==> config.mk <==
export PLATFORM = sky130hd
export DESIGN_NAME = cpm_top
export DESIGN_NICKNAME = d
export VERILOG_FILES = /design/src/pkg/cpm_pkg.sv /design/src/pkg/cpm_wake_if.sv /design/src/logic/cpm_top.sv /design/src/logic/cpm_wake_detect.sv
export SDC_FILE = /design/constraint.sdc
export NUM_CORES = 1
export LEC_CHECK = 0
export BUFFER_PORTS_ARGS = -buffer_cell sky130_fd_sc_hd__clkbuf_2
export CORE_MARGIN = 3
export CORE_UTILIZATION = 45
export CTS_BUF_LIST = sky130_fd_sc_hd__clkbuf_4 sky130_fd_sc_hd__clkbuf_8
export DETAILED_ROUTE_END_ITERATION = 7
export PLACE_DENSITY_LB_ADDON = 0.08
export SKIP_LAST_GASP = 1
export SLEW_MARGIN = 40
export SYNTH_ARGS = -nofsm -noshare
export SYNTH_HDL_FRONTEND = slang
export SYNTH_SLANG_ARGS = --single-unit
==> constraint.sdc <==
create_clock -name clk -period 1.3 [get_ports clk]
set_input_delay 0.195 -clock clk [delete_from_list [all_inputs] [get_ports clk]]
set_output_delay 0.195 -clock clk [all_outputs]
set_load 0.1 [all_outputs]
==> src/pkg/cpm_pkg.sv <==
// ==========================================================================
// cpu power mode controller constants
// ==========================================================================
package cpm_pkg;

    // register port decode
    localparam logic [5:0] CPM_MODE_REG_ADDR = 6'h05;
    localparam int         CPM_BANK_HI       = 7;
    localparam int         CPM_BANK_LO       = 6;
    localparam logic [1:0] CPM_BANK_ZERO     = 2'h0;

    // mode control register fields
    localparam int         CPM_AUX_HI        = 6;
    localparam int         CPM_AUX_LO        = 4;
    localparam int         CPM_SIS_BIT       = 1;
    localparam int         CPM_WSS_BIT       = 0;
    localparam logic [2:0] CPM_AUX_RST       = 3'h0;
    localparam logic       CPM_SIS_RST       = 1'b0;
    localparam logic       CPM_WSS_RST       = 1'b0;
    localparam logic [7:0] CPM_MODE_FIXED    = 8'h04;

    // oscillator warm-up after a sleep wake, in oscillator cycles
    localparam int         CPM_WARMUP_CYCLES = 1024;

    typedef enum logic [1:0] {
        CPM_NORMAL,
        CPM_IDLE,
        CPM_SLEEP,
        CPM_WARMUP
    } cpm_mode_t;

endpackage : cpm_pkg

==> src/pkg/cpm_wake_if.sv <==
`timescale 1ns/10ps
`default_nettype none
// ==========================================================================
// pin conditioning results passed to the mode controller
// ==========================================================================
interface cpm_wake_if;
    logic wake_edge_sel;
    logic wake_event;
    logic ext_irq_act;
    logic ext_rst_act;

    modport det (
        input  wake_edge_sel,
        output wake_event,
        output ext_irq_act,
        output ext_rst_act
    );
    modport ctl (
        output wake_edge_sel,
        input  wake_event,
        input  ext_irq_act,
        input  ext_rst_act
    );
endinterface : cpm_wake_if
`default_nettype wire

==> src/logic/cpm_top.sv <==
`timescale 1ns/10ps
`default_nettype none
// ==========================================================================
// cpu power mode controller
// ==========================================================================
// How it works
// RULE_01: halt with select one enters Sleep
// RULE_02: halt with select zero enters Idle
// RULE_03: Normal clocks core and peripherals
// RULE_04: Idle stops core, keeps oscillator, peripherals
// RULE_05: any enabled interrupt wakes Idle
// RULE_06: Idle wake with interrupts enabled vectors first
// RULE_07: Idle wake without enable resumes next instruction
// RULE_08: reset pin low in Idle resets device
// RULE_09: Sleep stops oscillator, core and peripherals
// RULE_10: only wake pin exits Sleep, bit0 sensitivity
// RULE_11: warm-up then resume after Sleep wake
// RULE_12: reset pin low in Sleep resets device
// RULE_13: level mode needs pin low before halt
// RULE_14: edge mode sleeps even with pin high
// RULE_15: Sleep or disabled interrupts never vector
// RULE_16: register layout, bit2 one, bits7,3 zero
// RULE_17: register reachable only in bank zero
// RULE_18: watchdog timeout resets in every mode
// RULE_19: warm-up is parameter; aux field stored only
module cpm_top
    import cpm_pkg::*;
#(
    parameter int WARMUP_CYCLES = CPM_WARMUP_CYCLES
)(
    // clock and reset
    input  wire logic       clk,
    input  wire logic       rst,
    // core register port
    input  wire logic [5:0] reg_addr,
    input  wire logic       reg_wr,
    input  wire logic       reg_rd,
    input  wire logic [7:0] reg_wdata,
    input  wire logic [7:0] status_register,
    output logic      [7:0] reg_rdata,
    output logic            reg_hit,
    // core control
    input  wire logic       halt_instruction,
    input  wire logic       global_irq_en,
    // interrupt and watchdog requests
    input  wire logic       irq_pending,
    input  wire logic       wdt_irq_req,
    input  wire logic       wdt_timeout,
    // pins
    input  wire logic       wake_pin_n,
    input  wire logic       dedicated_ext_irq_n,
    input  wire logic       ext_reset_n,
    // clock gating and sequencing
    output logic            osc_en,
    output logic            core_clk_en,
    output logic            periph_clk_en,
    output logic            irq_vector,
    output logic            resume_next,
    output logic            device_reset,
    output logic      [1:0] mode_code
);
    localparam int CW = $clog2(WARMUP_CYCLES + 1);
    localparam logic [CW-1:0] WARM_LAST = CW'(WARMUP_CYCLES - 1);

    cpm_wake_if wif ();

    cpm_wake_detect u_wake (
        .clk                 (clk),
        .rst                 (rst),
        .wake_pin_n          (wake_pin_n),
        .dedicated_ext_irq_n (dedicated_ext_irq_n),
        .ext_reset_n         (ext_reset_n),
        .w                   (wif.det)
    );

    // ======================================================================
    // mode control register
    // ======================================================================
    cpm_mode_t       state;
    cpm_mode_t       next_state;
    logic [2:0]      aux_field;
    logic            sleep_idle_select;
    logic            wake_sensitivity_select;
    logic [CW-1:0]   warm_cnt;

    wire reset_req  = wif.ext_rst_act | wdt_timeout;    // [RULE_08] [RULE_12] [RULE_18]
    wire bank_zero  = status_register[CPM_BANK_HI:CPM_BANK_LO]
                      == CPM_BANK_ZERO;                 // [RULE_17]
    wire reg_sel    = bank_zero & (reg_addr == CPM_MODE_REG_ADDR);
    wire reg_we     = reg_sel & reg_wr & ~reset_req;
    wire [7:0] reg_view = CPM_MODE_FIXED
                        | {1'b0, aux_field, 1'b0, 1'b0,
                           sleep_idle_select,
                           wake_sensitivity_select};    // [RULE_16]

    assign wif.wake_edge_sel = wake_sensitivity_select; // [RULE_10]

    // aux field has no effect here, it is only kept for software
    always_ff @(posedge clk or posedge rst) begin
        if (rst) begin
            aux_field               <= CPM_AUX_RST;
            sleep_idle_select       <= CPM_SIS_RST;
            wake_sensitivity_select <= CPM_WSS_RST;
        end else if (reset_req) begin
            aux_field               <= CPM_AUX_RST;
            sleep_idle_select       <= CPM_SIS_RST;
            wake_sensitivity_select <= CPM_WSS_RST;
        end else if (reg_we) begin
            aux_field               <= reg_wdata[CPM_AUX_HI:CPM_AUX_LO]; // [RULE_19]
            sleep_idle_select       <= reg_wdata[CPM_SIS_BIT];
            wake_sensitivity_select <= reg_wdata[CPM_WSS_BIT];
        end
    end

    // read data comes one cycle after the strobe; outside bank 0 reads 0
    always_ff @(posedge clk or posedge rst) begin
        if (rst) begin
            reg_rdata <= 8'h00;
            reg_hit   <= 1'b0;
        end else begin
            reg_hit   <= reg_sel & (reg_rd | reg_wr);
            reg_rdata <= (reg_sel & reg_rd) ? reg_view : 8'h00; // [RULE_17]
        end
    end

    // ======================================================================
    // mode sequencing
    // ======================================================================
    wire wake_idle  = irq_pending | wdt_irq_req | wif.ext_irq_act; // [RULE_05]
    wire warm_done  = (warm_cnt == WARM_LAST);

    always_comb begin
        next_state = state;
        case (state)
            CPM_NORMAL: begin
                if (halt_instruction) begin
                    next_state = sleep_idle_select ? CPM_SLEEP  // [RULE_01] [RULE_14]
                                                   : CPM_IDLE;  // [RULE_02]
                end
            end
            CPM_IDLE: begin
                if (wake_idle) begin
                    next_state = CPM_NORMAL;                    // [RULE_05]
                end
            end
            CPM_SLEEP: begin
                // interrupts are ignored here; only the wake pin or a reset request leaves
                if (wif.wake_event) begin
                    next_state = CPM_WARMUP;                    // [RULE_10] [RULE_15]
                end
            end
            CPM_WARMUP: begin
                if (warm_done) begin
                    next_state = CPM_NORMAL;                    // [RULE_11]
                end
            end
            default: begin
                next_state = CPM_NORMAL;
            end
        endcase
        if (reset_req) begin
            next_state = CPM_NORMAL;                // [RULE_08] [RULE_12] [RULE_18]
        end
    end

    wire idle_exit   = (state == CPM_IDLE) & wake_idle & ~reset_req;
    wire warm_exit   = (state == CPM_WARMUP) & warm_done & ~reset_req;
    wire normal_irq  = (state == CPM_NORMAL) & wake_idle & ~reset_req
                       & ~halt_instruction;
    wire next_vector = (idle_exit | normal_irq) & global_irq_en; // [RULE_06] [RULE_15]
    wire next_resume = (idle_exit & ~global_irq_en) | warm_exit; // [RULE_07] [RULE_11]
    wire next_core   = (next_state == CPM_NORMAL);               // [RULE_03]
    wire next_periph = (next_state == CPM_NORMAL)
                     | (next_state == CPM_IDLE);                 // [RULE_04]
    wire next_osc    = (next_state != CPM_SLEEP);                // [RULE_09]

    always_ff @(posedge clk or posedge rst) begin
        if (rst) begin
            state <= CPM_NORMAL;
        end else begin
            state <= next_state;
        end
    end

    // warm-up counts only while the oscillator settles
    always_ff @(posedge clk or posedge rst) begin
        if (rst) begin
            warm_cnt <= '0;
        end else if (state == CPM_WARMUP && !warm_done) begin
            warm_cnt <= warm_cnt + CW'(1);                       // [RULE_11]
        end else begin
            warm_cnt <= '0;
        end
    end

    always_ff @(posedge clk or posedge rst) begin
        if (rst) begin
            osc_en        <= 1'b1;
            core_clk_en   <= 1'b1;
            periph_clk_en <= 1'b1;
            irq_vector    <= 1'b0;
            resume_next   <= 1'b0;
            device_reset  <= 1'b0;
        end else begin
            osc_en        <= next_osc;
            core_clk_en   <= next_core;
            periph_clk_en <= next_periph;
            irq_vector    <= next_vector;
            resume_next   <= next_resume;
            device_reset  <= reset_req;
        end
    end

    assign mode_code = state;

    // ======================================================================
    // checks
    // ======================================================================
    // independent age of the warm-up, so the length check does not lean
    // on the sequencing counter it is meant to judge
    localparam logic [CW-1:0] WARM_AGE_END = CW'(WARMUP_CYCLES);
    logic [CW-1:0] warm_age;

    always_ff @(posedge clk or posedge rst) begin
        if (rst) begin
            warm_age <= '0;
        end else if (state == CPM_WARMUP) begin
            warm_age <= warm_age + CW'(1);
        end else begin
            warm_age <= '0;
        end
    end
endmodule : cpm_top
`default_nettype wire

==> src/logic/cpm_wake_detect.sv <==
`timescale 1ns/10ps
`default_nettype none
// ==========================================================================
// pin synchronisers and wake detection
// ==========================================================================
module cpm_wake_detect
    import cpm_pkg::*;
(
    // clock and reset
    input  wire logic clk,
    input  wire logic rst,
    // pins
    input  wire logic wake_pin_n,
    input  wire logic dedicated_ext_irq_n,
    input  wire logic ext_reset_n,
    // to controller
    cpm_wake_if.det   w
);
    logic [1:0] wake_sync;
    logic [1:0] irq_sync;
    logic [1:0] rst_sync;
    logic       wake_prev;

    // first stage feeds only the second stage
    always_ff @(posedge clk or posedge rst) begin
        if (rst) begin
            wake_sync <= 2'h3;
            irq_sync  <= 2'h3;
            rst_sync  <= 2'h3;
            wake_prev <= 1'b1;
        end else begin
            wake_sync <= {wake_sync[0], wake_pin_n};
            irq_sync  <= {irq_sync[0], dedicated_ext_irq_n};
            rst_sync  <= {rst_sync[0], ext_reset_n};
            wake_prev <= wake_sync[1];
        end
    end

    // level mode: pin held low keeps sleep, high wakes; edge mode wakes
    // on the rising edge so sleep may start with the pin already high
    wire wake_rise  = wake_sync[1] & ~wake_prev;
    wire wake_level = wake_sync[1];

    assign w.wake_event  = w.wake_edge_sel ? wake_rise : wake_level;
    assign w.ext_irq_act = ~irq_sync[1];
    assign w.ext_rst_act = ~rst_sync[1];

endmodule : cpm_wake_detect
`default_nettype wire

=== Word level (Yosys, flattened, before mapping) ===
Cells that the tools add are included.

* Flip-flop bits (word level): 39
* Input port bits: 34
* Logic and storage cells: 75

* $add $sub $neg: 1
* Equal/unequal tests: 7
* Multiplexer cells: 16
* Bitwise gates (word level): 28
* Reduce and logical (&&, ||, !) cells: 6

{| class="wikitable"
|+ Operators by type and width
! cell !! count
|-
| 1-bit AND || 15
|-
| 2-bit two-way mux || 6
|-
| 11-bit by 1-bit adder with 11-bit output, second input constant || 1
|-
| 11-bit by 10-bit == test with 1-bit output, second input constant || 1
|-
| 11-bit two-way mux || 1
|-
| 2-bit one-hot mux with 4 select lines || 1
|-
| 7-bit two-way mux || 1
|-
| 1-bit bitwise OR || 7
|-
| 6-bit by 3-bit == test with 1-bit output, second input constant || 1
|-
| 2-bit logical NOT || 3
|-
| 3-bit two-way mux || 2
|-
| 1-bit NOT || 6
|-
| 1-bit two-way mux || 5
|-
| 2-bit by 1-bit == test with 1-bit output, second input constant || 2
|-
| 2-bit == test, second input constant || 2
|-
| 2-bit inequality test, second input constant || 1
|-
| 2-bit nonzero test || 1
|-
| 1-bit logical AND || 1
|-
| 1-bit logical NOT || 1
|}

=== Longest topological paths before layout ===
Gate-level depths: netlist (run 1).

* Word-level depth: 8
* Gate-level depth with buffers: 6

=== By module ===
From an unflattened synthesis (run 1), not the netlist that was laid out.

* Cells, all modules: 131
* Area total of the unflattened synthesis: 1557.7 um^2

{| class="wikitable"
|+ Modules (own cells, without submodules)
! module !! instances !! cells an instance !! area each (um^2) !! sequential area each (um^2)
|-
| cpm_top || 1 || 120 || 1351.3 || 779.5
|-
| cpm_wake_detect || 1 || 11 || 206.4 || 183.9
|}

=== Least setup slack after synthesis (run 1) ===
OpenSTA, ideal clock, no wires.

* Path type: reg-to-reg
* Start: register state[1], in the netlist mode_code[1]
* End: register warm_cnt[2]
* Arrival time: 1.724 ns
* Data required time: 1.229 ns
* Setup slack: -0.495 ns
* Cell stages (with the launch flop): 5
* Path buffers: 1
* Cell sequence: dfrtp_1 > nand2_1 > or2_1 > buf_6 > nor2_1

* Word-level cells in the longest chain between the ends: 3

{| class="wikitable"
|+ RTL lines
! item !! line !! source
|-
| from (decl) || cpm_top.sv:79 || <nowiki>cpm_mode_t state;</nowiki>
|-
| from (signal assigned) || cpm_top.sv:181 || <nowiki>state <= next_state;</nowiki>
|-
| 2-bit == test || cpm_top.sv:189 || <nowiki>end else if (state == CPM_WARMUP && !warm_done) begin</nowiki>
|-
| 1-bit logical AND || cpm_top.sv:189 ||
|-
| 11-bit two-way mux || cpm_top.sv:189 ||
|-
| to (signal assigned) || cpm_top.sv:190 || <nowiki>warm_cnt <= warm_cnt + CW'(1);</nowiki>
|-
| to (decl) || cpm_top.sv:84 || <nowiki>logic [CW-1:0] warm_cnt;</nowiki>
|}

Every way passes these cells.
A chain may end at the register's enable or synchronous reset.

=== Worst setup path in the final report (run 1) ===
* Start: register warm_cnt[8]
* End: register core_clk_en

* Word-level cells in the longest chain between the ends: 5

{| class="wikitable"
|+ RTL lines
! item !! line !! source
|-
| 11-bit by 10-bit == test with 1-bit output || cpm_top.sv:130 || <nowiki>wire warm_done = (warm_cnt == WARM_LAST);</nowiki>
|-
| 2-bit two-way mux || cpm_top.sv:153 || <nowiki>if (warm_done) begin</nowiki>
|-
| 2-bit one-hot mux with 4 select lines || cpm_top.sv:134 || <nowiki>case (state)</nowiki>
|-
| 2-bit two-way mux || cpm_top.sv:161 || <nowiki>if (reset_req) begin</nowiki>
|-
| via next_state[1] || cpm_top.sv:80 || <nowiki>cpm_mode_t next_state;</nowiki>
|-
| 2-bit logical NOT || cpm_top.sv:172 || <nowiki>wire next_core = (next_state == CPM_NORMAL);</nowiki>
|-
| via next_core || cpm_top.sv:172 ||
|-
| to (signal assigned) || cpm_top.sv:206 || <nowiki>core_clk_en <= next_core;</nowiki>
|-
| to (decl) || cpm_top.sv:55 || <nowiki>output logic core_clk_en,</nowiki>
|}

The timed path passes the listed nets, and every way through them passes these cells.

==> results of run 1 <==
-- logic make-up (layout without fill, tap and decap cells) --
| logic type | after synthesis | in the layout | share of synthesized area |
|---|---|---|---|
| DFF | 38 | 38 | 0.621 |
| other | 1 | 2 | 0.00242 |
| AOI/OAI and AO/OA | 8 | 8 | 0.0435 |
| adders and majority gates | 1 | 1 | 0.00806 |
| xor gates and xnor gates | 8 | 8 | 0.0452 |
| muxes | 5 | 5 | 0.0323 |
| buffers and inverters | 13 | 84 | 0.0427 |
| and+or+nand+nor | 53 | 53 | 0.205 |
-- stage by stage --
stage / setup WS [ns] / hold slack (ns)
CTS: -0.0739 / 0.0944
floorplan: -0.151 / 0.199
global route: -0.180 / 0.111
global placement: -0.0980 / 0.238
finish: -0.0921 / 0.104
detailed placement: -0.124 / 0.248
-- worst max-delay path, stage by stage, from the launching register on --
cell and delay (ns):
dfrtp_1 0.43, nand4_4 0.14, buf_6 0.15, nor3_4 0.20
a311oi_2 0.15, buf_4 0.17, a21oi_2 0.09
-- sequential cells by signal, indices dropped and copies added, names as in the netlist, 2 cells and up --
name / count
aux_field: 3
mode_code: 2
reg_rdata: 6
u_wake.irq_sync: 2
u_wake.rst_sync: 2
u_wake.wake_sync: 2
warm_cnt: 11
-- how the worst max path moves through the flow --
| stage | slack (ns) | from | endpoint |
|---|---|---|---|
| finish | -0.09 | warm_cnt[8] | core_clk_en |
| global route | -0.18 | warm_cnt[8] | core_clk_en |
| CTS | -0.07 | warm_cnt[9] | core_clk_en |
| detailed placement | -0.12 | status_register[7] | sleep_idle_select |
| global placement | -0.1 | warm_cnt[0] | osc_en |
| floorplan | -0.15 | mode_code[0] | osc_en |
-- per-layer routing --
| layer | wire (um) | share of wire | track usage |
|---|---|---|---|
| met2 | 1650 | 0.52 | 0.298 |
| met3 | 152 | 0.048 | 0.0468 |
| met1 | 1330 | 0.42 | 0.199 |
| met4 | 21 | 0.0067 | 0.0475 |
| met5 | 0 | 0 | 0 |
-- layout by cell type, fill, tap and decap left out, types with 3 or more instances in the layout --
cell type      netlist  final
and2_1               6      6
and3_1               3      3
buf_12               0      8
buf_4                2     28
buf_6                1      4
clkbuf_2             0     24
clkbuf_4             0      5
dfrtp_1             28     26
dfstp_2             10     10
dlygate4sd3_1        0      4
inv_1                8      7
mux2i_1              5      5
nand2_1              5      4
nor2_1              17     11
nor2_2               0      5
nor3_1               5      4
xor2_1               5      5
-- what timing repair did --
action / 4_1_cts / 5_1_grt
gates resized for setup: 14 / 11
buffers inserted: 5 / 1
pin swaps: 8 / 14
hold endpoints to repair: 31 / 0
setup endpoints to repair: 16 / 17
hold buffers: 4 / 0
-- area by class of cell --
cell class,instances,share of cell area
Clock inverter,2,0.0254
Inverter,8,0.0127
Timing Repair Buffer,68,0.243
Multi-Input combinational cell,77,0.263
Tap cell,44,0.0233
Clock buffer,6,0.0217
Sequential cell,38,0.411
-- power groups by stage --
| stage | registers [mW] | clock network (mW) | logic [mW] |
|---|---|---|---|
| 2_1_floorplan | 1.28 | 0 | 0.0720 |
| 3_3_place_gp | 1.24 | 0 | 0.192 |
| 3_5_place_dp | 1.24 | 0 | 0.196 |
| 4_1_cts | 1.22 | 1.04 | 0.211 |
| 5_1_grt | 1.22 | 1.11 | 0.223 |
| 6_report | 1.22 | 1.02 | 0.210 |
==> impl_metrics.tcl, run 1 <==
set metrics [dict create \
    power_per_cell_area_nw_per_um2 1030 \
    die_w_um 64.7 \
    area.sequential_um2 971 \
    drc 0 \
    root_buffer "clkbuf_4" \
    swShare 0.205 \
    dr.pass1.iters 3 \
    nFillCells 225 \
    avgSynthCellArea_um2 12.2 \
    cts_htree_levels 2 \
    setup_ws_ns -0.0921 \
    die_h_um 64.7 \
    grt.overflow.total 0 \
    ant_nets 0 \
    power_switching_mw 0.502 \
    nets 233 \
    syn_area_um2 1550 \
    start_util 0.488 \
    routed_wl_mm 3.16 \
    status "complete, but fails checks" \
    p_int_mw 1.94 \
    p_leak_nw 1.16 \
    rr_worst_depth 6 \
    antenna_cells 0 \
    cts_buffers 5 \
    antenna_found_initial 0 \
    hold_viol_final 0 \
    p_total_mw 2.44 \
    clk_path_buf_depth 2 \
    seqPwrFrac 0.498 \
    clock_skew_ns 0.00711 \
    multi_input_area_um2 622 \
    placed_area_um2 2070 \
    maxSlewViolCount 0 \
    synth_cell_types 36 \
    core-area_um2 3180 \
    detailedRoute.firstIterationViolations 12 \
    dr_total_vias 1135 \
    grt_pass1_vias 1236 \
    dieArea_um2 4190 \
    synthFlopType "dfrtp_1" \
    via_per_inst 4.67 \
    place_inst 226 \
    fin_util 0.744 \
    hold_depth 3 \
    rsz0062_at_grt "true" \
    synth_seq_cells 38 \
    path_class "flop to flop" \
    drt-wirelength-per-cell_um 13.0 \
    cts_tree "yes" \
    irDropWorstVdd_mv 0.960 \
    fmax_mhz 718 \
    finalNonFillerCells 243 \
    synthArstFlopShare 1.00 \
    worstPathRequired_ns 1.57 \
    io_buffers 39 \
    crit_fanout 3 \
    postLayoutCellArea_um2 2360 \
    synth_top_area_frac 0.452 \
    io_pins 51 \
    placementRows 20 \
    cp-end-kind "flop" \
    grt_pass1_wl_mm 5.37 \
    reg2reg_from "warm_cnt[8]" \
    whs_endpoint "aux_field[1]" \
    worst-r2r-setup-slack_ns -0.09 \
    synth_edf_count 0 \
    dp_hpwl_mm 2.24 \
    hold_start "reg_wdata[5]" \
    finalSetupViolCount 6 \
    synth_area_leaders "dfrtp_1 45%, dfstp_2 17%, nor2_1 4.1%" \
    yosysMostFrequentCell "dfrtp_1" \
    fin_crit_sh 1.07 \
    hold_class "input pin to flop" \
    violations "negative setup slack" \
    clock-sinks 38 \
    grt_usage 0.168 \
    ys_seq_area_frac 0.621 \
    syn_inst 127 \
    yosysWarnings 0 \
    clockPowerShare 0.416 \
    insertion_delay_ns 0.33 \
    drive_above_1_share 0.548 \
    finalSetupTns_ns -0.248 \
    fin_crit_ns 1.39 \
    netlist_top_cells_count "28 x dfrtp_1, 17 x nor2_1, 10 x dfstp_2" \
    worst_setup_path_start_kind "flop" \
    areaGrowthSynthToFinish_pct 52.4 \
    path_clk_slew_ns 0.11 \
    regToRegEndpoint "core_clk_en" \
    cap_viol_max_count 0 \
    grt_max_degree 39 \
    comb_power_share 0.086 \
    synth_top_cell_by_area "dfrtp_1" \
    cp.arrival_ns 1.66 \
    place_congestion 0.805 \
]
No activity file was read; power rests on OpenSTA's default activity.
==> run 2: changes to the inputs <==
- CTS_BUF_LIST: sky130_fd_sc_hd__clkbuf_4 sky130_fd_sc_hd__clkbuf_8 -> sky130_fd_sc_hd__clkbuf_8
- TNS_END_PERCENT: unset -> 1
==> impl_metrics.tcl, run 2 (synthesized netlist as in run 1, its figures left out) <==
set metrics [dict create \
    core-area_um2 3180 \
    clk_path_buf_depth 2 \
    cts_tree "yes" \
    cp-end-kind "flop" \
    start_util 0.488 \
    cp_top_family "compound AO/OA/AOI/OAI gates" \
    fin_crit_sh 1.05 \
    dieArea_um2 4190 \
    worstPathRequired_ns 1.52 \
    worst_setup_path_start_kind "flop" \
    fmax_mhz 731 \
    path_class "flop to flop" \
    cp.arrival_ns 1.59 \
    die_w_um 64.7 \
    detailedRoute.firstIterationViolations 24 \
    grt_pass1_wl_mm 5.26 \
    clock-sinks 38 \
    cpPeakStageDelay_ns 0.48 \
    drt-wirelength-per-cell_um 12.7 \
    grt.overflow.total 0 \
    crit_fanout 3 \
    areaGrowthSynthToFinish_pct 47.7 \
    final_common_cell "buf_4" \
    setup_ws_ns -0.0685 \
    postLayoutCellArea_um2 2290 \
    path_cells "nor2b_2, a21oi_1, a311oi_2, a21bo_1" \
    finalSetupViolCount 6 \
    path_clk_slew_ns 0.08 \
    fin_crit_ns 1.37 \
    place_congestion 0.906 \
    p_leak_nw 1.12 \
    status "complete, but fails checks" \
    rsz0062_at_grt "true" \
    violations "negative setup slack" \
    antenna_found_initial 0 \
    grt_pass1_vias 1227 \
    hold_viol_final 0 \
    cts_htree_levels 2 \
    via_per_inst 4.65 \
    largestRegisters "warm_cnt: 11 flops, reg_rdata: 6 flops, aux_field: 3 flops" \
    maxSlewViolCount 0 \
    drive_above_1_share 0.500 \
    dr.pass1.iters 4 \
    ant_nets 0 \
    grt_usage 0.165 \
    largest_reg_flops 11 \
    routed_wl_mm 3.07 \
    die_h_um 64.7 \
    worst_path_max_delay_cell "dfrtp_4" \
    dp_hpwl_mm 2.31 \
    antenna_cells 0 \
    power_per_cell_area_nw_per_um2 1050 \
    cap_viol_max_count 0 \
    placed_area_um2 2080 \
    regMostFlops "warm_cnt" \
    io_pins 51 \
    timing.hold.ws_ns 0.150 \
    grt_max_degree 39 \
    root_buffer "clkbuf_8" \
    cts_buffers 5 \
    clock_skew_ns 0.00710 \
    dr_total_vias 1125 \
    final_cell_mix "31 x buf_4, 26 x dfrtp_1, 24 x clkbuf_2, 17 x nor2_1, 10 x dfstp_2" \
    io_buffers 39 \
    irDropWorstVdd_mv 0.943 \
    nets 232 \
    crit_buf_inv 0 \
    hold_class "input pin to flop" \
    drc 0 \
    placementRows 20 \
    insertion_delay_ns 0.29 \
]
## run 2: repair_timing
item / 4_1_cts / 5_1_grt
resized for setup: 8 / 1
hold buffers: 4 / 0
hold endpoints to repair: 31 / 0
setup buffers: 1 / 1
setup endpoints to repair: 15 / 16
pin swaps: 7 / 1
## run 2: cell type report
cell class                      instances  area [um^2]
Clock buffer                            5         68.8
Clock inverter                          3         45.0
Fill cell                             229          887
Inverter                                8         30.0
Multi-Input combinational cell         77          571
Sequential cell                        38          968
Tap cell                               44         55.1
Timing Repair Buffer                   67          553
## run 2: final timing paths
path	from	end	slack, ns	cells past startpoint
max	mode_code[0]	osc_en	-0.07	4
min	reg_wdata[6]	aux_field[2]	0.15	3
max reg2reg	mode_code[0]	osc_en	-0.07	4
min reg2reg	u_wake.wake_sync[0]	u_wake.wake_sync[1]	0.36	0
max in group asynchronous	rst	periph_clk_en	0.56	4
min in group asynchronous	rst	warm_cnt[3]	0.49	4
## run 2: per-layer routing
metal | routed length (um) | track usage
met3 | 132 | 0.0468
met1 | 1250 | 0.192
met5 | 0 | 0
met2 | 1620 | 0.282
met4 | 59 | 0.0739
## run 2: per-stage QoR
| step | setup slack, ns | TNS [ns] | power [mW] | util | instances |
|---|---|---|---|---|---|
| 2_1_floorplan | -0.157 | -1.52 | 1.35 | - | 128 |
| 3_3_place_gp | -0.152 | -1.74 | 1.43 | 0.654 | 228 |
| 3_5_place_dp | -0.195 | -2.63 | 1.44 | 0.654 | 228 |
| 4_1_cts | -0.0570 | -0.234 | 2.44 | 0.718 | 241 |
| 5_1_grt | -0.130 | -0.855 | 2.51 | 0.721 | 242 |
| 6_report | -0.0685 | -0.219 | 2.41 | 0.721 | 242 |
## run 2: power breakdown
part           leakage [nW]  switching (mW)  internal, mW  total, mW
clock                0.0504           0.418         0.570      0.988
sequential            0.489         0.00696          1.21       1.22
combinational         0.581           0.129        0.0807      0.209
## run 2: worst reg2reg max path, stage by stage, from the launching register on
cell	delay, ns
dfrtp_4	0.48
nor2b_2	0.14
a21oi_1	0.09
a311oi_2	0.35
a21bo_1	0.25
